**src/hdl/tpg_pkg.sv**
```systemverilog
package tpg_pkg;
  // Register indices on the plain register port
  localparam logic [2:0] TPG_ADDR_MODE = 3'h0;
  localparam logic [2:0] TPG_ADDR_MODULO_HIGH_REG = 3'h1;
  localparam logic [2:0] TPG_ADDR_MODULO_LOW_REG = 3'h2;
  localparam logic [2:0] TPG_ADDR_BITOP = 3'h3;
  localparam logic [2:0] TPG_ADDR_STAT = 3'h4;
  localparam logic [2:0] TPG_ADDR_MASK = 3'h5;
  // Mode register fields
  localparam int TPG_B_MODE = 0;
  localparam int TPG_B_RUN = 1;
  localparam int TPG_B_RELOAD = 3;
  localparam int TPG_B_LEVEL = 4;
  localparam int TPG_B_OSEL = 5;
  localparam int TPG_B_DRIVE = 7;
  localparam logic [7:0] TPG_MODE_WMASK = 8'hbb;
  localparam logic [7:0] TPG_MODE_RST = 8'h00;
  localparam logic [7:0] TPG_MODULO_HIGH_REG_RST = 8'hff;
  localparam logic [7:0] TPG_MODULO_LOW_REG_RST = 8'h04;
  // Single-bit op: bit 0 = value for reload enable
  localparam int TPG_BITOP_VAL = 0;
  // Status bits
  localparam int TPG_ST_IRQ = 0;
  localparam int TPG_NEV = 1;
  // Timing
  localparam int TPG_BASE_W = 10;
  localparam int TPG_PWM_W = 15;
  localparam int TPG_LATCH_W = 14;
  localparam int TPG_PSC_W = 8;
  localparam int TPG_PSC_LO = 2;
endpackage : tpg_pkg

```
**src/hdl/tpg_core.sv**
```systemverilog
`timescale 1ns/1ps
`default_nettype none
module tpg_core
  import tpg_pkg::*;
#(
  parameter int CLK_HZ = 10_000_000
)
(
  input wire logic i_clk,
  input wire logic i_rstn,
  input wire logic [2:0] i_addr,
  input wire logic [7:0] i_wdata,
  input wire logic i_wr,
  input wire logic i_rd,
  output logic [7:0] o_rdata,
  output logic o_pulse_output_pin,
  output logic o_pulse_output_pin_oe,
  output logic o_irq
);

  logic [7:0] mode_r;
  logic [7:0] modulo_high_reg_r;
  logic [7:0] modulo_low_reg_r;
  logic [TPG_LATCH_W-1:0] latch_r;
  logic [TPG_PWM_W-1:0] cnt_r;
  logic [TPG_PSC_W-1:0] tcnt_r;
  logic tff_r;
  logic pwm_r;
  logic [TPG_NEV-1:0] stat_r;
  logic [TPG_NEV-1:0] mask_r;
  logic [7:0] rdata_r;
  logic wr_mode;
  logic start;
  logic run;
  logic timer_mode;
  logic psc_tick;
  logic interval_hit;
  logic pwm_period;
  logic [TPG_NEV-1:0] ev;

  function automatic logic hit(input logic [2:0] a);
    hit = i_wr && (i_addr == a);
  endfunction : hit

  assign wr_mode = hit(TPG_ADDR_MODE);
  assign start = wr_mode && i_wdata[TPG_B_RUN] && !mode_r[TPG_B_RUN];
  assign run = mode_r[TPG_B_RUN];
  assign timer_mode = mode_r[TPG_B_MODE];

  // Mode register, bits 2 and 6 stay zero
  always_ff @(posedge i_clk or negedge i_rstn)
  begin
    if (!i_rstn)
      mode_r <= TPG_MODE_RST;
    else if (wr_mode)
      mode_r <= i_wdata & TPG_MODE_WMASK;
    else if (hit(TPG_ADDR_BITOP))
      mode_r[TPG_B_RELOAD] <= i_wdata[TPG_BITOP_VAL];
  end

  always_ff @(posedge i_clk or negedge i_rstn)
  begin
    if (!i_rstn)
    begin
      modulo_high_reg_r <= TPG_MODULO_HIGH_REG_RST;
      modulo_low_reg_r <= TPG_MODULO_LOW_REG_RST;
    end
    else
    begin
      if (hit(TPG_ADDR_MODULO_HIGH_REG))
        modulo_high_reg_r <= i_wdata;
      if (hit(TPG_ADDR_MODULO_LOW_REG))
        modulo_low_reg_r <= i_wdata;
    end
  end

  // Latch only tracks while reload is enabled, so MODULO_HIGH_REG/MODULO_LOW_REG edits reach the PWM atomically; timer mode reads both registers directly
  always_ff @(posedge i_clk or negedge i_rstn)
  begin
    if (!i_rstn)
      latch_r <= '0;
    else if (mode_r[TPG_B_RELOAD])
      latch_r <= {modulo_high_reg_r, modulo_low_reg_r[7:TPG_PSC_LO]};
  end

  // Free counter: prescaler in timer mode, PWM phase in PWM mode
  always_ff @(posedge i_clk or negedge i_rstn)
  begin
    if (!i_rstn)
      cnt_r <= '0;
    else if (start)
      cnt_r <= '0;
    else if (run)
      cnt_r <= cnt_r + 1'b1;
  end

  // Taps 16/32/64/128/256 chosen by one-hot MODULO_LOW_REG bits 6..2
  logic [4:0] tap_hit;
  for (genvar g = 0; g < 5; g++)
  begin : g_tap
    assign tap_hit[g] = modulo_low_reg_r[6-g] && (&cnt_r[3+g:0]);
  end
  assign psc_tick = |tap_hit;

  assign interval_hit = run && timer_mode && psc_tick && (tcnt_r == modulo_high_reg_r);
  assign pwm_period = run && !timer_mode && (cnt_r == '1);

  always_ff @(posedge i_clk or negedge i_rstn)
  begin
    if (!i_rstn)
      tcnt_r <= '0;
    else if (start || interval_hit)
      tcnt_r <= '0;
    else if (run && timer_mode && psc_tick)
      tcnt_r <= tcnt_r + 1'b1;
  end

  always_ff @(posedge i_clk or negedge i_rstn)
  begin
    if (!i_rstn)
      tff_r <= 1'b0;
    else if (start)
      tff_r <= 1'b0;
    else if (interval_hit)
      tff_r <= ~tff_r;
  end

  // Active-low PWM: base period 2^10 low for four clocks per unit of the high 8 bits of the latch,
  // plus two extra clocks in those of 32 sub-periods picked by the low 6 bits.
  // Spreading the fine bits keeps the filter time constant short.
  logic [TPG_BASE_W-1:0] base_ph;
  logic [4:0] sub_ph;
  logic [1:0] extra;
  logic [4:0] dith;
  logic [TPG_BASE_W:0] low_len;
  assign base_ph = cnt_r[TPG_BASE_W-1:0];
  assign sub_ph = cnt_r[TPG_PWM_W-1:TPG_BASE_W];
  // Bits 4..0 pick disjoint sub-periods; bit 5 adds to every sub-period
  for (genvar g = 0; g < 5; g++)
  begin : g_dith
    assign dith[g] = latch_r[g] && ((sub_ph & 5'((32'h2 << (4 - g)) - 32'h1)) == 5'(32'h1 << (4 - g)));
  end
  assign extra = {1'b0, latch_r[5]} + {1'b0, |dith};
  // Two clocks per fine step: a full frame stays low for twice the latch value
  assign low_len = {1'b0, latch_r[13:6], 2'b00} + {8'h00, extra, 1'b0};

  always_ff @(posedge i_clk or negedge i_rstn)
  begin
    if (!i_rstn)
      pwm_r <= 1'b1;
    else if (!run || timer_mode)
      pwm_r <= 1'b1;
    else
      pwm_r <= !({1'b0, base_ph} < low_len);
  end

  logic pulse_sig;
  assign pulse_sig = timer_mode ? tff_r : pwm_r;

  // Pin: level from mode LEVEL bit or pulse, floated when drive is off
  always_comb
  begin
    o_pulse_output_pin_oe = mode_r[TPG_B_DRIVE];
    if (mode_r[TPG_B_OSEL])
      o_pulse_output_pin = pulse_sig;
    else
      o_pulse_output_pin = mode_r[TPG_B_LEVEL];
  end

  // Interrupt status, set wins over write-one-to-clear
  assign ev[TPG_ST_IRQ] = interval_hit || pwm_period;
  always_ff @(posedge i_clk or negedge i_rstn)
  begin
    if (!i_rstn)
      stat_r <= '0;
    else if (hit(TPG_ADDR_STAT))
      stat_r <= (stat_r & ~i_wdata[TPG_NEV-1:0]) | ev;
    else
      stat_r <= stat_r | ev;
  end

  always_ff @(posedge i_clk or negedge i_rstn)
  begin
    if (!i_rstn)
      mask_r <= '0;
    else if (hit(TPG_ADDR_MASK))
      mask_r <= i_wdata[TPG_NEV-1:0];
  end

  assign o_irq = |(stat_r & mask_r);

  always_ff @(posedge i_clk or negedge i_rstn)
  begin
    if (!i_rstn)
      rdata_r <= '0;
    else if (!i_rd)
      rdata_r <= '0;
    else if (i_addr == TPG_ADDR_MODE)
      rdata_r <= mode_r;
    else if (i_addr == TPG_ADDR_MODULO_HIGH_REG)
      rdata_r <= modulo_high_reg_r;
    else if (i_addr == TPG_ADDR_MODULO_LOW_REG)
      rdata_r <= {modulo_low_reg_r[7:TPG_PSC_LO], 2'b00};
    else if (i_addr == TPG_ADDR_STAT)
      rdata_r <= {{(8-TPG_NEV){1'b0}}, stat_r};
    else if (i_addr == TPG_ADDR_MASK)
      rdata_r <= {{(8-TPG_NEV){1'b0}}, mask_r};
    else
      rdata_r <= '0;
  end
  assign o_rdata = rdata_r;

  a_reset_clears: assert property (@(posedge i_clk) $rose(i_rstn) |-> mode_r == TPG_MODE_RST)
    else $error("mode register not zero after reset");
  a_reserved_zero: assert property (@(posedge i_clk) disable iff (!i_rstn) mode_r[2] == 1'b0 && mode_r[6] == 1'b0)
    else $error("reserved mode bits set");
  a_bitop_keeps: assert property (@(posedge i_clk) disable iff (!i_rstn)
      hit(TPG_ADDR_BITOP) |=> (mode_r & 8'hf7) == ($past(mode_r) & 8'hf7))
    else $error("single-bit write disturbed other bits");
  a_byte_write: assert property (@(posedge i_clk) disable iff (!i_rstn)
      wr_mode |=> mode_r == ($past(i_wdata) & TPG_MODE_WMASK))
    else $error("mode byte write not stored");
  a_reload_block: assert property (@(posedge i_clk) disable iff (!i_rstn)
      !mode_r[TPG_B_RELOAD] |=> latch_r == $past(latch_r))
    else $error("latch changed while reload disabled");
  a_stop_freeze: assert property (@(posedge i_clk) disable iff (!i_rstn)
      !run && !start |=> cnt_r == $past(cnt_r))
    else $error("counter moved while stopped");
  a_start_clear: assert property (@(posedge i_clk) disable iff (!i_rstn) start |=> cnt_r == '0 && tcnt_r == '0)
    else $error("start did not clear counter");
  a_static_pin: assert property (@(posedge i_clk) disable iff (!i_rstn)
      !mode_r[TPG_B_OSEL] |-> o_pulse_output_pin == mode_r[TPG_B_LEVEL])
    else $error("static level not on pin");
  a_pwm_irq: assert property (@(posedge i_clk) disable iff (!i_rstn)
      pwm_period && !hit(TPG_ADDR_STAT) |=> stat_r[TPG_ST_IRQ])
    else $error("periodic flag not set");
  a_square_toggle: assert property (@(posedge i_clk) disable iff (!i_rstn)
      interval_hit && !start |=> tff_r != $past(tff_r))
    else $error("square wave did not toggle");
  a_stat_sticky: assert property (@(posedge i_clk) disable iff (!i_rstn)
      stat_r[TPG_ST_IRQ] && !hit(TPG_ADDR_STAT) |=> stat_r[TPG_ST_IRQ])
    else $error("status flag lost without clear");

  // Timer path
  a_psc_hold: assert property (@(posedge i_clk) disable iff (!i_rstn)
      !start && !(run && timer_mode && psc_tick) |=> tcnt_r == $past(tcnt_r))
    else $error("interval counter moved without tick");
  a_interval_flag: assert property (@(posedge i_clk) disable iff (!i_rstn)
      interval_hit && !hit(TPG_ADDR_STAT) |=> stat_r[TPG_ST_IRQ])
    else $error("interval flag not set");
  a_interval_wrap: assert property (@(posedge i_clk) disable iff (!i_rstn)
      interval_hit |=> tcnt_r == '0)
    else $error("interval counter not restarted");
  a_square_hold: assert property (@(posedge i_clk) disable iff (!i_rstn)
      !interval_hit && !start |=> tff_r == $past(tff_r))
    else $error("square wave moved between intervals");
  a_timer_pin: assert property (@(posedge i_clk) disable iff (!i_rstn)
      mode_r[TPG_B_OSEL] && timer_mode |-> o_pulse_output_pin == tff_r)
    else $error("square wave not on pin");
  a_tcnt_idle: assert property (@(posedge i_clk) disable iff (!i_rstn)
      !run && !start |=> tcnt_r == $past(tcnt_r))
    else $error("interval counter moved while stopped");

  // PWM path and shared counter/start checks
  a_pwm_idle: assert property (@(posedge i_clk) disable iff (!i_rstn)
      !run || timer_mode |=> pwm_r)
    else $error("idle pwm not high");
  a_pwm_start_low: assert property (@(posedge i_clk) disable iff (!i_rstn)
      run && !timer_mode && base_ph == '0 && low_len != '0 |=> !pwm_r)
    else $error("pwm base period did not start low");
  a_pwm_pin: assert property (@(posedge i_clk) disable iff (!i_rstn)
      mode_r[TPG_B_OSEL] && !timer_mode |-> o_pulse_output_pin == pwm_r)
    else $error("pwm not on pin");
  a_reload_copy: assert property (@(posedge i_clk) disable iff (!i_rstn)
      mode_r[TPG_B_RELOAD] |=> latch_r == {$past(modulo_high_reg_r), $past(modulo_low_reg_r[7:TPG_PSC_LO])})
    else $error("latch not reloaded");
  a_run_counts: assert property (@(posedge i_clk) disable iff (!i_rstn)
      run && !start |=> cnt_r == TPG_PWM_W'($past(cnt_r) + 1'b1))
    else $error("counter did not advance while running");
  a_stop_no_event: assert property (@(posedge i_clk) disable iff (!i_rstn)
      !run |-> ev == '0)
    else $error("event while stopped");
  a_start_square: assert property (@(posedge i_clk) disable iff (!i_rstn)
      start |=> !tff_r)
    else $error("start did not clear square wave");

  // Pin and register port
  a_drive_oe: assert property (@(posedge i_clk) disable iff (!i_rstn)
      o_pulse_output_pin_oe == mode_r[TPG_B_DRIVE])
    else $error("pin enable not from drive bit");
  a_oe_reset: assert property (@(posedge i_clk) $rose(i_rstn) |-> !o_pulse_output_pin_oe)
    else $error("pin driven after reset");
  a_stat_clear: assert property (@(posedge i_clk) disable iff (!i_rstn)
      hit(TPG_ADDR_STAT) && i_wdata[TPG_ST_IRQ] && !ev[TPG_ST_IRQ] |=> !stat_r[TPG_ST_IRQ])
    else $error("status flag not cleared");
  a_set_wins: assert property (@(posedge i_clk) disable iff (!i_rstn)
      ev[TPG_ST_IRQ] |=> stat_r[TPG_ST_IRQ])
    else $error("event lost against clear");
  a_mask_write: assert property (@(posedge i_clk) disable iff (!i_rstn)
      hit(TPG_ADDR_MASK) |=> mask_r == $past(i_wdata[TPG_NEV-1:0]))
    else $error("mask write not stored");
  a_modulo_high_reg_write: assert property (@(posedge i_clk) disable iff (!i_rstn)
      hit(TPG_ADDR_MODULO_HIGH_REG) |=> modulo_high_reg_r == $past(i_wdata))
    else $error("modulo high write not stored");
  a_modulo_low_reg_write: assert property (@(posedge i_clk) disable iff (!i_rstn)
      hit(TPG_ADDR_MODULO_LOW_REG) |=> modulo_low_reg_r == $past(i_wdata))
    else $error("modulo low write not stored");
  a_rdata_idle: assert property (@(posedge i_clk) disable iff (!i_rstn)
      !i_rd |=> o_rdata == 8'h00)
    else $error("read data not zero when idle");
  a_mode_read: assert property (@(posedge i_clk) disable iff (!i_rstn)
      i_rd && i_addr == TPG_ADDR_MODE |=> o_rdata == $past(mode_r))
    else $error("mode read wrong");
  a_modulo_low_reg_read: assert property (@(posedge i_clk) disable iff (!i_rstn)
      i_rd && i_addr == TPG_ADDR_MODULO_LOW_REG |=> o_rdata[1:0] == 2'b00)
    else $error("modulo low low bits not zero");

endmodule : tpg_core
`default_nettype wire

```
**config.mk**
```make
export PLATFORM = sky130hd
export DESIGN_NAME = tpg_core
export DESIGN_NICKNAME = d
export VERILOG_FILES = /design/src/hdl/tpg_pkg.sv /design/src/hdl/tpg_core.sv
export SDC_FILE = /design/constraint.sdc
export NUM_CORES = 1
export LEC_CHECK = 0
export ABC_AREA = 0
export BUFFER_PORTS_ARGS = -buffer_cell sky130_fd_sc_hd__buf_2
export CORE_MARGIN = 8
export CORE_UTILIZATION = 40
export CTS_CLUSTER_DIAMETER = 200
export DETAILED_ROUTE_END_ITERATION = 10
export GPL_TIMING_DRIVEN = 0
export PLACE_DENSITY = 0.54
export SLEW_MARGIN = 15
export SYNTH_ARGS = -nofsm -noshare
export SYNTH_HDL_FRONTEND = slang
export SYNTH_SLANG_ARGS = --single-unit
```
**constraint.sdc**
```tcl
create_clock -name i_clk -period 3.4 [get_ports i_clk]
set_clock_uncertainty 0.15 [all_clocks]
set_input_delay 0 -clock i_clk [delete_from_list [all_inputs] [get_ports i_clk]]
set_output_delay 0 -clock i_clk [all_outputs]
set_load 0.005 [all_outputs]
```
# Word level (Yosys, flattened, before mapping)
# Index checks and enable logic that the tools add are counted.
classes:
  addsub: 4
  order_cmp: 1
  eq_ne: 11
  mux: 18
  bitwise_logic: 6
  n_reduce_logical: 41
ops:
  columns: ["op", "n"]
  rows:
  - ["$mux W8", 7]
  - ["$mux W15", 2]
  - ["$logic_and A1 B1 Y1", 23]
  - ["$add A15 B1 Y15 const B", 1]
  - ["$eq A15 B15 Y1 const B", 1]
  - ["$add A10 B3 Y11", 1]
  - ["$lt A10 B11 Y1", 1]
  - ["$reduce_or A5 Y1", 2]
  - ["$eq A3 B3 Y1 const B", 3]
  - ["$mux W1", 9]
  - ["$add A8 B1 Y8 const B", 1]
  - ["$eq A8 B8 Y1", 1]
  - ["$reduce_and A8 Y1", 1]
  - ["$reduce_bool A2 Y1", 4]
  - ["$reduce_and A7 Y1", 1]
  - ["$eq A3 B2 Y1 const B", 2]
  - ["$reduce_and A6 Y1", 1]
  - ["$eq A5 B5 Y1 const B", 1]
  - ["$reduce_and A5 Y1", 1]
  - ["$eq A4 B4 Y1 const B", 1]
  - ["$reduce_and A4 Y1", 1]
  - ["$eq A3 B1 Y1 const B", 1]
  - ["$logic_not A1 Y1", 3]
  - ["$logic_not A3 Y1", 1]
  - ["6 further kinds", 11]
totals:
  register_bits: 71
  out_inout_bits: 11
  elab_cells: 93

# Longest topological paths before layout
depth:
  word_depth: 8
  depth_mapped: 14

# Worst setup path after synthesis
# Ideal clock, no wire load.
synth_path:
  kind: "reg2reg"
  startpoint: "register cnt_r[14]"
  endpoint: "register pwm_r"
  setup_time_ns: 0.085
  arrival_time_ns: 2.553
  required_ns: 3.165
  path_slack_ns: 0.612
  stages_incl_launch_ff: 15
  path_buffers: 0
  path_cell_list: "dfrtp_1 nor2b_1 a221oi_1 nor3_1 a21oi_1 o21ai_0 ha_1 ha_1 nand3_1 xor2_1 ha_1 a21o_1 a211o_1 o221ai_1 a21oi_1"
synth_via:
  elab_chain_len: 8
synth_lines:
  columns: ["item", "line", "rtl"]
  rows:
  - ["from (decl)", "tpg_core.sv:25", "logic [TPG_PWM_W-1:0] cnt_r;"]
  - ["from (signal assigned)", "tpg_core.sv:94", "cnt_r <= cnt_r + 1'b1;"]
  - ["$eq A5 B5 Y1", "tpg_core.sv:141", "assign dith[g] = latch_r[g] && ((sub_ph & 5'((32'h2 << (4 - g)) - 32'h1)) == 5'(32'h1 << (4 - g)));"]
  - ["$logic_and A1 B1 Y1", "tpg_core.sv:141", null]
  - ["$reduce_or A5 Y1", "tpg_core.sv:143", "assign extra = {1'b0, latch_r[5]} + {1'b0, |dith};"]
  - ["$add A1 B1 Y2", "tpg_core.sv:143", null]
  - ["$add A10 B3 Y11", "tpg_core.sv:145", "assign low_len = {1'b0, latch_r[13:6], 2'b00} + {8'h00, extra, 1'b0};"]
  - ["$lt A10 B11 Y1", "tpg_core.sv:154", "pwm_r <= !({1'b0, base_ph} < low_len);"]
  - ["$logic_not A1 Y1", "tpg_core.sv:154", null]
  - ["$mux W1", "tpg_core.sv:151", "else if (!run || timer_mode)"]
  - ["to (signal assigned)", "tpg_core.sv:154", null]
  - ["to (decl)", "tpg_core.sv:28", "logic pwm_r;"]
# No other way between the ends.
# A chain may end at the register's enable or synchronous reset.

# Final worst setup path
# Same ends and word-level chain as after synthesis.

==> flow_summary.ini <==
[floorplan]
dieArea_sq_mm = 0.0124
die_h_um = 111
num_rows = 34
die_x_um = 111
core_sq_mm = 0.00876
io_pins = 26
initial_utilization_pct = 41.4

[yosys]
syn_inst = 331
postSynthAreaPerCell_sq_um = 11.0
synth_top_area_share_pct = 40.7
yosysWarnings = 0
async_flop_share_pct = 100
ys_types = 51
synth_area_leader_cell = dfrtp_1
synth_area_sq_mm = 0.00363
synth-edff-count = 0
yosysSeqAreaShare_pct = 47.9
ys_ff_latch = 69
synth_flop_cell = dfrtp_1
syn_nets = 360
netlist_top_cells_area = dfrtp_1 41%, mux2_2 11%, dfstp_2 7.2%

[detailed_routing]
via_count = 2697
drt_iter0_drc = 128
routed_wl_um = 8910
ant_nets = 0
wl_per_cell_um = 18.0
vias_per_cell = 5.45
detail_route.first_pass.iterations = 4
drcViolationCount = 0

[worst_setup_path]
required_ps = 3520
critPathBufInv = 0
cp_slowest_cell = dfrtp_1
cp_top_family = compound AO/OA/AOI/OAI gates
reg2reg_slack_ps = 300
timing.rr.start = cnt_r[14]
cp_cell_sequence = nor2b_1 > a221oi_1 > nor3_1 > a21oi_1 > o21ai_0 > ha_1 > ha_1 > nand3_1 > xor2_1 > ha_1 > a21o_1 > a211o_1 > o221ai_1 > a21oi_1
max_stage_delay_ps = 420
r2r_end = pwm_r
start_kind = register
arrival_ps = 3220
critPathCaptureType = register
cp_common_cell = ha_1
reg2reg_depth = 14
worst-path-max-fanout = 4
worst-setup-path-type = reg2reg

[layout]
area_delta_synth_final_pct = 18.1
post-route-util_pct = 48.9
drive_gt1_share_pct = 25.6
nFillCells = 817
nNetsFinal = 411
layout_common_cells = 59 x dfrtp_1, 34 x mux2_2, 27 x buf_2, 27 x nor2_1, 26 x nand2_1
mostFrequentLayoutCell = dfrtp_1
antenna_cells = 0

[sta]
worst_slew_pin_slew_ps = 895
slew_headroom_pct = 40.1
period_share_pct = 91.2
final-hold-violation-count = 0
layout_min_cycle_time_ps = 3100
setup_tns_ps = 0
slew_violations = 0
setup_viol = 0
rsz0062_at_grt = false
max_freq_mhz = 323

[global_routing]
grt_antenna_before_repair = 0
grt_first_pass_wirelength_um = 14600
grt_usage_pct = 14.7
grt_max_degree = 38
grt_overflow = 0
grt_pass1_vias = 2714

[clocking]
ctsLongestPathBuffers = 2
cts_tree = done
cts_buffers = 9
cts_sinks = 69
cts-htree-levels = 3
clock_latency_ps = 350
clk_pin_slew_worst_paths_ps = 80
cts_root_buf = clkbuf_8

[place]
gp_congestion = 0.794
portBuffers = 23
dp_hpwl_um = 6350

[run]
drv_cap = 0

[worst_hold_path]
min_from = i_addr[1]
hold_depth = 5
hold_path_class = in2reg
min_to = mode_r[3]

[power]
peakVddDrop_mv = 0.355
static-leakage-power_nw = 1.89
p_per_area_mw_per_mm2 = 668

[run_status]
status = completed
## worst register-to-register path, stage by stage (launching register included)
cell      delay [ps]
dfrtp_1          420
nor2b_1          140
a221oi_1         230
nor3_1            70
a21oi_1          120
o21ai_0          100
ha_1             230
ha_1             250
nand3_1          120
xor2_1           170
ha_1             270
a21o_1           190
a211o_1          290
o221ai_1         170
a21oi_1          100
## sequential cells by signal, summed over array words and instances, names as in the netlist, 6 cells and up
register / count
o_rdata: 8
mode_r: 6
modulo_low_reg_r: 6
cnt_r: 15
modulo_high_reg_r: 8
tcnt_r: 8
latch_r: 14
## kinds of logic (layout without fill, tap and decap cells)
logic type	Yosys count	in the layout	synth area share (%)
AOI/OAI and AO/OA	61	61	10.5
adders and majority gates	14	14	4.83
and+or+nand+nor	108	108	17.0
DFF	69	69	47.9
buffers and inverters	19	75	2.14
muxes	45	45	13.9
xor gates and xnor gates	15	15	3.62
## power breakdown
part           leakage [nW]  switching [W]  internal, W
Combinational         0.931       0.000370     0.000398
Clock                 0.110       0.000335     0.000416
Sequential            0.847       0.000275      0.00107
Total                  1.89       0.000979      0.00188
## Yosys cell counts, drive strengths merged, types with 3 or more instances
cell type and n:
dfrtp 59, mux2 34, nand2 27, nor2 27, a21oi 21, o21ai 15
ha 14, xor2 13, nand3 11, dfstp 10, mux2i 10, nand4 9
inv 8, clkbuf 6, nor3 6, and3 5, buf 5, nor2b 4
o211ai 4, and4 3, nand2b 3, nor4 3, o31ai 3
## per-stage QoR
stage | setup WS, ps | instances | hold WS (ps) | area, sq um | power, W
floorplan | 612 | 331 | -446 | 3630 | 0.00184
global route | 10.9 | 495 | 224 | 4280 | 0.00307
CTS | 300 | 495 | 142 | 4280 | 0.00289
global placement | 347 | 462 | 100 | 3880 | 0.00208
finish | 301 | 495 | 160 | 4280 | 0.00286
detailed placement | 317 | 463 | -179 | 3900 | 0.00211
## how the worst max path moves through the flow
stage                     depth (start not counted)  slack (ps)      start  endpoint
final                                            14         300  cnt_r[14]     pwm_r
after global routing                             14          10  cnt_r[13]     pwm_r
after CTS                                        14         300  cnt_r[14]     pwm_r
after detailed placement                         14         320  cnt_r[14]     pwm_r
after global placement                           14         350  cnt_r[14]     pwm_r
after floorplan                                  14         610  cnt_r[14]     pwm_r
## area by class of cell
| class | count | area (sq um) | share of cell area, % |
|---|---|---|---|
| Buffer | 11 | 47.5 | 1.11 |
| Clock buffer | 9 | 124 | 2.89 |
| Clock inverter | 7 | 98.8 | 2.31 |
| Inverter | 8 | 30.0 | 0.701 |
| Multi-Input combinational cell | 243 | 1810 | 42.3 |
| Sequential cell | 69 | 1740 | 40.6 |
| Tap cell | 108 | 135 | 3.16 |
| Timing Repair Buffer | 40 | 298 | 6.95 |
## routing by layer
layer / global-route usage, % / wire, um
met5: 0 / 0
met2: 23.3 / 4210
met4: 4.27 / 95
met3: 4.06 / 386
met1: 19.2 / 4210
## repair_timing
item                      in CTS  in global routing
buffers inserted               0                  0
hold endpoints to repair      97                  0
hold buffers                  16                  0
resized for setup              0                  0
Note: power is estimated with default switching activity, not from simulation.
